**src/hdl/wdsw_pkg.sv**
```systemverilog
// package: constants and carrier types for the watchdog with sleep and wake
package wdsw_pkg;
   localparam logic [11:0] WDSW_OFS_CTL      = 12'h80c;
   localparam logic [11:0] WDSW_OFS_STATUS   = 12'h810;
   localparam logic [11:0] WDSW_OFS_IRQ_STAT = 12'h814;
   localparam logic [11:0] WDSW_OFS_IRQ_CLR  = 12'h818;
   localparam logic [11:0] WDSW_OFS_IRQ_EN   = 12'h81c;
   localparam logic [11:0] WDSW_OFS_COUNT    = 12'h820;
   localparam int          WDSW_CTL_CS_BIT   = 7;
   localparam int          WDSW_CTL_PS_MSB   = 5;
   localparam int          WDSW_CTL_PS_LSB   = 1;
   localparam int          WDSW_CTL_SEN_BIT  = 0;
   localparam logic [7:0]  WDSW_CTL_RST      = 8'h16;
   localparam logic [7:0]  WDSW_CTL_MASK     = 8'hbf;
   localparam logic [4:0]  WDSW_PS_MAX_CODE  = 5'h12;
   localparam int          WDSW_BASE_DIV     = 32;
   localparam logic [1:0]  WDSW_MODE_OFF     = 2'h0;
   localparam logic [1:0]  WDSW_MODE_SW      = 2'h1;
   localparam logic [1:0]  WDSW_MODE_AWAKE   = 2'h2;
   localparam logic [1:0]  WDSW_MODE_ALWAYS  = 2'h3;
   localparam int          WDSW_EV_W         = 4;
   localparam int          WDSW_EV_RESET     = 0;
   localparam int          WDSW_EV_WD_WAKE   = 1;
   localparam int          WDSW_EV_SLEEP     = 2;
   localparam int          WDSW_EV_SLEEP_NOP = 3;
   localparam logic [1:0]  WDSW_RESP_OKAY    = 2'h0;
   localparam logic [1:0]  WDSW_RESP_SLVERR  = 2'h2;

   typedef enum logic [1:0] {
      WDSW_PWR_AWAKE  = 2'b00,
      WDSW_PWR_ASLEEP = 2'b01,
      WDSW_PWR_WAKING = 2'b10
   } wdsw_pwr_e;

   typedef struct packed {
      logic       kick_instruction;
      logic       sleep_instruction;
      logic       global_irq_enable;
      logic [7:0] irq_enable_vec;
      logic [7:0] irq_flag_vec;
   } wdsw_core_in_s;

   typedef struct packed {
      logic device_reset_req;
      logic asleep;
      logic cpu_clock_enable;
      logic wake;
      logic isr_after_next;
   } wdsw_core_out_s;

   typedef struct packed {
      logic timeout_flag_n;
      logic powerdown_flag_n;
      logic watchdog_reset_flag_n;
   } wdsw_flags_s;
endpackage : wdsw_pkg

```
**src/hdl/wdsw_watchdog.sv**
```systemverilog
// watchdog with sleep and wake control, axi4-lite register slave
//
// The AXI4-Lite interface to the registers is this design's own decision.
`timescale 1ns/1ns
`default_nettype none
module wdsw_watchdog
   import wdsw_pkg::*;
#(
   parameter int CNT_W = 24
) (
   input  wire logic           clk,
   input  wire logic           rst_n,
   input  wire logic [1:0]     watchdog_mode_cfg,
   input  wire logic           low_freq_osc,
   input  wire logic           mid_freq_osc,
   input  wire wdsw_core_in_s  core_in,
   output wdsw_core_out_s      core_out,
   output wdsw_flags_s         flags,
   output logic                irq,
   input  wire logic [11:0]    s_axi_awaddr,
   input  wire logic           s_axi_awvalid,
   output logic                s_axi_awready,
   input  wire logic [31:0]    s_axi_wdata,
   input  wire logic [3:0]     s_axi_wstrb,
   input  wire logic           s_axi_wvalid,
   output logic                s_axi_wready,
   output logic [1:0]          s_axi_bresp,
   output logic                s_axi_bvalid,
   input  wire logic           s_axi_bready,
   input  wire logic [11:0]    s_axi_araddr,
   input  wire logic           s_axi_arvalid,
   output logic                s_axi_arready,
   output logic [31:0]         s_axi_rdata,
   output logic [1:0]          s_axi_rresp,
   output logic                s_axi_rvalid,
   input  wire logic           s_axi_rready
);

   typedef struct packed {
      logic [7:0]           ctl;
      logic [CNT_W-1:0]     cnt;
      wdsw_pwr_e            pwr;
      wdsw_flags_s          flg;
      logic [1:0]           mode;
      logic                 mode_taken;
      logic [2:0]           lf_sync;
      logic [2:0]           mf_sync;
      logic                 lf_filt;
      logic                 mf_filt;
      logic [WDSW_EV_W-1:0] ev_stat;
      logic [WDSW_EV_W-1:0] ev_en;
      logic                 reset_req;
      logic                 wake;
      logic                 isr_after;
      logic                 aw_full;
      logic [11:0]          aw_addr;
      logic                 w_full;
      logic [31:0]          wdata;
      logic [3:0]           wstrb;
      logic                 bvalid;
      logic [1:0]           bresp;
      logic                 rvalid;
      logic [31:0]          rdata;
      logic [1:0]           rresp;
   } wdsw_state_s;

   wdsw_state_s q_ff;
   wdsw_state_s nxt_q;

   // last count value before timeout for a prescale code
   function automatic logic [CNT_W-1:0] ratio_last(input logic [4:0] ps);
      if (ps > WDSW_PS_MAX_CODE) begin
         ratio_last = CNT_W'(WDSW_BASE_DIV - 1);
      end else begin
         ratio_last = CNT_W'((WDSW_BASE_DIV << ps) - 1);
      end
   endfunction

   function automatic logic wd_active(input logic [1:0] mode, input logic sw_watchdog_enable,
                                      input logic asleep);
      case (mode)
         WDSW_MODE_ALWAYS: wd_active = 1'b1;
         WDSW_MODE_AWAKE:  wd_active = !asleep;
         WDSW_MODE_SW:     wd_active = sw_watchdog_enable;
         WDSW_MODE_OFF:    wd_active = 1'b0;
         default:          wd_active = 1'b0;
      endcase
   endfunction

   function automatic logic rising_tick(input logic [2:0] sync, input logic filt);
      rising_tick = (sync[1] == sync[2]) && sync[1] && !filt;
   endfunction

   function automatic logic is_mapped(input logic [11:0] addr);
      is_mapped = (addr == WDSW_OFS_CTL) || (addr == WDSW_OFS_STATUS) ||
                  (addr == WDSW_OFS_IRQ_STAT) || (addr == WDSW_OFS_IRQ_CLR) ||
                  (addr == WDSW_OFS_IRQ_EN) || (addr == WDSW_OFS_COUNT);
   endfunction

   logic [4:0]       ps;
   logic             sw_watchdog_enable;
   logic             tick;
   logic             asleep;
   logic             active;
   logic             timeout;
   logic             pending;
   logic             wr_fire;
   logic             ctl_wr;
   logic [CNT_W-1:0] last;
   logic [WDSW_EV_W-1:0] ev_set;
   logic [WDSW_EV_W-1:0] ev_clr;

   assign ps      = q_ff.ctl[WDSW_CTL_PS_MSB:WDSW_CTL_PS_LSB];
   assign sw_watchdog_enable     = q_ff.ctl[WDSW_CTL_SEN_BIT];
   assign tick    = q_ff.ctl[WDSW_CTL_CS_BIT] ? rising_tick(q_ff.mf_sync, q_ff.mf_filt)
                                              : rising_tick(q_ff.lf_sync, q_ff.lf_filt);
   assign asleep  = (q_ff.pwr == WDSW_PWR_ASLEEP);
   // watchdog idles until the mode strap has been caught
   assign active  = q_ff.mode_taken && wd_active(q_ff.mode, sw_watchdog_enable, asleep);
   assign last    = ratio_last(ps);
   assign timeout = active && tick && (q_ff.cnt == last);
   assign pending = |(core_in.irq_enable_vec & core_in.irq_flag_vec);
   assign wr_fire = q_ff.aw_full && q_ff.w_full && !q_ff.bvalid;
   assign ctl_wr  = wr_fire && (q_ff.aw_addr == WDSW_OFS_CTL);

   always_comb begin
      nxt_q = q_ff;
      ev_set = '0;
      ev_clr = '0;
      nxt_q.reset_req = 1'b0;
      nxt_q.wake = 1'b0;
      nxt_q.isr_after = 1'b0;
      // mode strap caught once after release, then frozen
      if (!q_ff.mode_taken) begin
         nxt_q.mode = watchdog_mode_cfg;
         nxt_q.mode_taken = 1'b1;
      end
      // oscillator inputs: three stages, level accepted when stages two and three agree
      nxt_q.lf_sync = {q_ff.lf_sync[1:0], low_freq_osc};
      nxt_q.mf_sync = {q_ff.mf_sync[1:0], mid_freq_osc};
      if (q_ff.lf_sync[1] == q_ff.lf_sync[2]) begin
         nxt_q.lf_filt = q_ff.lf_sync[2];
      end
      if (q_ff.mf_sync[1] == q_ff.mf_sync[2]) begin
         nxt_q.mf_filt = q_ff.mf_sync[2];
      end
      // axi write channels, taken in either order
      if (s_axi_awvalid && !q_ff.aw_full) begin
         nxt_q.aw_full = 1'b1;
         nxt_q.aw_addr = s_axi_awaddr;
      end
      if (s_axi_wvalid && !q_ff.w_full) begin
         nxt_q.w_full = 1'b1;
         nxt_q.wdata = s_axi_wdata;
         nxt_q.wstrb = s_axi_wstrb;
      end
      if (q_ff.bvalid && s_axi_bready) begin
         nxt_q.bvalid = 1'b0;
      end
      if (wr_fire) begin
         nxt_q.aw_full = 1'b0;
         nxt_q.w_full = 1'b0;
         nxt_q.bvalid = 1'b1;
         nxt_q.bresp = is_mapped(q_ff.aw_addr) ? WDSW_RESP_OKAY : WDSW_RESP_SLVERR;
         if (ctl_wr && q_ff.wstrb[0]) begin
            nxt_q.ctl = q_ff.wdata[7:0] & WDSW_CTL_MASK;
         end
         if (q_ff.aw_addr == WDSW_OFS_STATUS && q_ff.wstrb[0]) begin
            // writing ones re-arms the active-low flags
            if (q_ff.wdata[0]) begin
               nxt_q.flg.powerdown_flag_n = 1'b1;
            end
            if (q_ff.wdata[1]) begin
               nxt_q.flg.timeout_flag_n = 1'b1;
            end
            if (q_ff.wdata[2]) begin
               nxt_q.flg.watchdog_reset_flag_n = 1'b1;
            end
         end
         if (q_ff.aw_addr == WDSW_OFS_IRQ_CLR && q_ff.wstrb[0]) begin
            ev_clr = q_ff.wdata[WDSW_EV_W-1:0];
         end
         if (q_ff.aw_addr == WDSW_OFS_IRQ_EN && q_ff.wstrb[0]) begin
            nxt_q.ev_en = q_ff.wdata[WDSW_EV_W-1:0];
         end
      end
      // axi read
      if (q_ff.rvalid && s_axi_rready) begin
         nxt_q.rvalid = 1'b0;
      end
      if (s_axi_arvalid && !q_ff.rvalid) begin
         nxt_q.rvalid = 1'b1;
         nxt_q.rresp = is_mapped(s_axi_araddr) ? WDSW_RESP_OKAY : WDSW_RESP_SLVERR;
         case (s_axi_araddr)
            WDSW_OFS_CTL:      nxt_q.rdata = {24'h000000, q_ff.ctl};
            WDSW_OFS_STATUS:   nxt_q.rdata = {26'h0, q_ff.mode, asleep,
                                              q_ff.flg.watchdog_reset_flag_n,
                                              q_ff.flg.timeout_flag_n,
                                              q_ff.flg.powerdown_flag_n};
            WDSW_OFS_IRQ_STAT: nxt_q.rdata = 32'(q_ff.ev_stat);
            WDSW_OFS_IRQ_EN:   nxt_q.rdata = 32'(q_ff.ev_en);
            WDSW_OFS_COUNT:    nxt_q.rdata = 32'(q_ff.cnt);
            default:           nxt_q.rdata = 32'h00000000;
         endcase
      end
      // power state and counter
      case (q_ff.pwr)
         WDSW_PWR_AWAKE: begin
            if (core_in.sleep_instruction && pending) begin
               ev_set[WDSW_EV_SLEEP_NOP] = 1'b1;
               // the sleep leaves the counter alone, a kick or write beside it still clears
               if (ctl_wr || core_in.kick_instruction) begin
                  nxt_q.cnt = '0;
               end
            end else if (core_in.sleep_instruction) begin
               nxt_q.pwr = WDSW_PWR_ASLEEP;
               nxt_q.flg.powerdown_flag_n = 1'b0;
               nxt_q.flg.timeout_flag_n = 1'b1;
               nxt_q.cnt = '0;
               ev_set[WDSW_EV_SLEEP] = 1'b1;
            end else if (timeout) begin
               nxt_q.reset_req = 1'b1;
               nxt_q.flg.watchdog_reset_flag_n = 1'b0;
               nxt_q.cnt = '0;
               ev_set[WDSW_EV_RESET] = 1'b1;
            end else if (ctl_wr || core_in.kick_instruction || !active) begin
               nxt_q.cnt = '0;
            end else if (tick) begin
               nxt_q.cnt = q_ff.cnt + 1'b1;
            end
         end
         WDSW_PWR_ASLEEP: begin
            if (timeout) begin
               // no reset from sleep: wake and report through the flags
               nxt_q.pwr = WDSW_PWR_WAKING;
               nxt_q.flg = '{timeout_flag_n: 1'b0, powerdown_flag_n: 1'b0,
                             watchdog_reset_flag_n: 1'b0};
               nxt_q.cnt = '0;
               ev_set[WDSW_EV_WD_WAKE] = 1'b1;
            end else if (pending) begin
               nxt_q.pwr = WDSW_PWR_WAKING;
               nxt_q.cnt = '0;
            end else if (ctl_wr || !active) begin
               nxt_q.cnt = '0;
            end else if (tick) begin
               nxt_q.cnt = q_ff.cnt + 1'b1;
            end
         end
         WDSW_PWR_WAKING: begin
            // execution continues; the global enable only decides the service call
            nxt_q.pwr = WDSW_PWR_AWAKE;
            nxt_q.wake = 1'b1;
            nxt_q.isr_after = core_in.global_irq_enable;
            nxt_q.cnt = '0;
         end
         default: begin
            nxt_q.pwr = WDSW_PWR_AWAKE;
            nxt_q.cnt = '0;
         end
      endcase
      // a new event wins over a clear in the same cycle
      nxt_q.ev_stat = (q_ff.ev_stat & ~ev_clr) | ev_set;
   end

   always_ff @(posedge clk or negedge rst_n) begin
      if (!rst_n) begin
         q_ff <= '{ctl: WDSW_CTL_RST, cnt: '0, pwr: WDSW_PWR_AWAKE,
                   flg: '{timeout_flag_n: 1'b1, powerdown_flag_n: 1'b1,
                          watchdog_reset_flag_n: 1'b1},
                   mode: WDSW_MODE_OFF, mode_taken: 1'b0,
                   lf_sync: '0, mf_sync: '0, lf_filt: 1'b0, mf_filt: 1'b0,
                   ev_stat: '0, ev_en: '0, reset_req: 1'b0, wake: 1'b0,
                   isr_after: 1'b0, aw_full: 1'b0, aw_addr: '0, w_full: 1'b0,
                   wdata: '0, wstrb: '0, bvalid: 1'b0, bresp: WDSW_RESP_OKAY,
                   rvalid: 1'b0, rdata: '0, rresp: WDSW_RESP_OKAY};
      end else begin
         q_ff <= nxt_q;
      end
   end

   assign s_axi_awready = !q_ff.aw_full;
   assign s_axi_wready  = !q_ff.w_full;
   assign s_axi_bvalid  = q_ff.bvalid;
   assign s_axi_bresp   = q_ff.bresp;
   assign s_axi_arready = !q_ff.rvalid;
   assign s_axi_rvalid  = q_ff.rvalid;
   assign s_axi_rdata   = q_ff.rdata;
   assign s_axi_rresp   = q_ff.rresp;
   assign flags         = q_ff.flg;
   assign irq           = |(q_ff.ev_stat & q_ff.ev_en);
   // core clocks stop only while truly asleep
   assign core_out.device_reset_req = q_ff.reset_req;
   assign core_out.asleep           = asleep;
   assign core_out.cpu_clock_enable = !asleep;
   assign core_out.wake             = q_ff.wake;
   assign core_out.isr_after_next   = q_ff.isr_after;

   // helper: has software ever written the control register
   logic ctl_written_ff;
   always_ff @(posedge clk or negedge rst_n) begin
      if (!rst_n) begin
         ctl_written_ff <= 1'b0;
      end else if (ctl_wr) begin
         ctl_written_ff <= 1'b1;
      end
   end
endmodule : wdsw_watchdog
`default_nettype wire

```
**config.mk**
```make
export PLATFORM = sky130hd
export DESIGN_NAME = wdsw_watchdog
export DESIGN_NICKNAME = d
export VERILOG_FILES = /design/src/hdl/wdsw_pkg.sv /design/src/hdl/wdsw_watchdog.sv
export SDC_FILE = /design/constraint.sdc
export NUM_CORES = 1
export LEC_CHECK = 0
export BUFFER_PORTS_ARGS = -buffer_cell sky130_fd_sc_hd__buf_2
export CAP_MARGIN = 15
export CORE_MARGIN = 8
export CORE_UTILIZATION = 55
export DETAILED_ROUTE_END_ITERATION = 10
export PLACE_DENSITY = 0.8
export SLEW_MARGIN = 20
export SYNTH_ARGS = -nofsm -noshare
export SYNTH_HDL_FRONTEND = slang
export SYNTH_SLANG_ARGS = --single-unit
export TNS_END_PERCENT = 30
```
**constraint.sdc**
```tcl
create_clock -name clk -period 3.8 [get_ports clk]
set_clock_uncertainty 0.2 [all_clocks]
set_input_delay 0.57 -clock clk [delete_from_list [all_inputs] [get_ports clk]]
set_output_delay 0.57 -clock clk [all_outputs]
set_load 0.01 [all_outputs]
```
==> results.yml <==
synth:
  synth_cell_types: 83
  netlist_instances: 702
  yosysWarnings: 0
  netlist_area_mm2: 0.00647
  post-synth-top-count-cell: "dfrtp_1"
  synth-main-ff-cell: "dfrtp_1"
  synth.largest_area_cell: "dfrtp_1"
  synth_enable_flop_cells: 0
  yosysTopAreaCellShare: 0.395
  ys_top_cells_by_area: "dfrtp_1 39%, mux2_2 7.0%, nand2_1 5.6%"
  async_flop_share: 1.00
  synth-seq-cells: 108
  avgSynthCellArea_um2: 9.22
  ys_seq_area_frac: 0.419
  synth_common_cells: "102 x dfrtp_1, 97 x nand2_1, 48 x buf_4"
timing:
  rsz0062_at_grt: "false"
  hold_slack_ns: 0.109
  fin_crit_ns: 3.50
  worst_pin_slew_ns: 0.946
  setup_tns_ns: 0
  maxSlewHeadroom: 0.368
  hold_violations: 0
  min_period_over_period: 0.922
  setup_violations: 0
  max_freq_mhz: 285
  drv_slew: 0
pwr:
  powerDensity_mw_per_mm2: 411
  power.leakage_nw: 3.12
  finalPower_w: 0.00292
  worst_ir_drop_vdd_uv: 426
floorplan:
  io_pins: 140
  start_util: 0.564
  core-area_mm2: 0.0115
  num_rows: 39
  fp.dieW_um: 124
  die-area_mm2: 0.0155
  die_y_um: 124
placed_design:
  dp_hpwl_um: 12100
  gp_congestion: 0.930
  port_buffers: 101
  dp_cells: 887
clocking:
  post_cts_resized: 0
  cts_root_buffer: "clkbuf_16"
  cts_tree: "done"
  cts_max_level: 3
  cts-buffers-inserted: 9
  postCtsSetupBuffers: 0
  holdBufCountCts: 0
  clk_latency_ns: 0.36
  clock-sinks: 108
  clkTransAtPathRegs_ns: 0.07
  clk_path_buf_depth: 2
setup_path:
  crit_fanout: 16
  crit_arrival_ns: 3.55
  path_class: "flop to flop"
  required_ns: 3.84
  cp-start-kind: "flop"
  critPathCaptureType: "flop"
route:
  drcViolationCount: 0
  firstDrtPassIters: 5
  drt_iter0_markers: 545
  routed_wl_um: 16500
  routed_via_density: 6.02
  drt-wirelength-per-cell_um: 18.3
  vias: 5435
  postRouteAntennaNets: 0
run_status:
  outcome: "complete, no violations"
grt:
  antenna_found_initial: 0
  grt_max_degree: 74
  grt_pass1_wl_um: 27200
  grtUsageTotal: 0.212
  grt_overflow: 0
  grt_pass1_vias: 5312
hold_path:
  worst_hold_path_type: "primary input to flop"
layout:
  stdcell_count: 903
  layout.nets: 849
  drive_above_1_share: 0.287
  num_antenna_cells: 0
  final_util: 0.621
  syn_to_final_growth_pct: 10.0
flow_run:
  cap_violations: 0
## cell type report
| cell class | instances | area [um2] |
|---|---|---|
| Clock buffer | 10 | 229 |
| Tap cell | 143 | 179 |
| Multi-Input combinational cell | 498 | 3180 |
| Sequential cell | 108 | 2710 |
| Inverter | 15 | 56.3 |
| Clock inverter | 6 | 76.3 |
| Fill cell | 955 | 4350 |
| Timing Repair Buffer | 123 | 686 |
## state kept, by name (all words and copies together) (netlist names)
| register | count |
|---|---|
| core_out | 3 |
| flags | 3 |
| nxt_q | 4 |
| ps | 5 |
| q_ff | 65 |
| s_axi_bresp | 1 |
| s_axi_bvalid | 1 |
| s_axi_rdata | 24 |
| s_axi_rresp | 1 |
| s_axi_rvalid | 1 |
## cell usage in the layout, fill, tap and decap left out, drive strengths merged, types with 11 or more instances in the layout
master	synthesis	final
a21oi	18	18
buf	62	123
conb	2	11
dfrtp	102	102
inv	15	20
mux2	40	40
nand2	98	98
nand3	34	34
nand4	18	18
nor2	44	44
nor3	31	31
nor4	11	11
o21ai	44	44
xnor2	11	11
## critical path, stage by stage, from the launching register on
cell	delay [ns]
dfrtp_1	0.39
nor2_2	0.32
nand3_1	0.13
ha_1	0.32
nor3b_1	0.24
mux2_2	0.36
a211oi_2	0.27
nand3_1	0.15
nor4_4	0.34
nand4_4	0.18
buf_4	0.24
a31oi_1	0.16
mux2i_1	0.09
## logic make-up (layout without fill, tap and decap cells)
family | count (synthesis) | after routing | share of synthesized area
muxes | 43 | 43 | 0.0743
buffers and inverters | 105 | 154 | 0.0973
and+or+nand+nor | 285 | 285 | 0.226
DFF | 108 | 108 | 0.419
AOI/OAI and AO/OA | 140 | 140 | 0.154
xor gates and xnor gates | 14 | 14 | 0.0190
adders and majority gates | 5 | 5 | 0.00928
other | 2 | 11 | 0.00116
## layer usage
layer	routed length [um]	track usage	vias to the layer above
met1	6810	0.276	2618
met3	1380	0.0455	21
li1	-	-	2559
met5	0	0	-
met2	8100	0.342	237
met4	221	0.0709	0
## per-stage QoR
step           cell area, um2  setup WS, ns
6_report                 7120         0.296
5_1_grt                  7120         0.113
4_1_cts                  7120         0.307
3_5_place_dp             6810         0.326
3_3_place_gp             6810         0.343
2_1_floorplan            6500         0.614
## power by group
group | internal [W] | switching, W
combinational | 0.000236 | 0.000259
clock | 0.000526 | 0.000459
sequential | 0.00130 | 0.000142
total | 0.00206 | 0.000860
## final timing paths
kind | from | endpoint | slack [ns] | cells after the start
setup / recovery | ps[2]$_DFFE_PN0P_ | q_ff[124]$_DFFE_PN0P_ | 0.30 | 12
setup reg to reg | ps[2]$_DFFE_PN0P_ | q_ff[124]$_DFFE_PN0P_ | 0.30 | 12
hold reg to reg | nxt_q[105]$_DFF_PN0_ | nxt_q[106]$_DFF_PN0_ | 0.15 | 0
max in group asynchronous | rst_n | ps[0]$_DFFE_PN1P_ | 2.39 | 2
min in group asynchronous | rst_n | q_ff[81]$_DFFE_PN0P_ | 0.13 | 1
hold / removal | low_freq_osc | nxt_q[105]$_DFF_PN0_ | 0.11 | 1
Note: power is estimated with default switching activity, not from simulation.
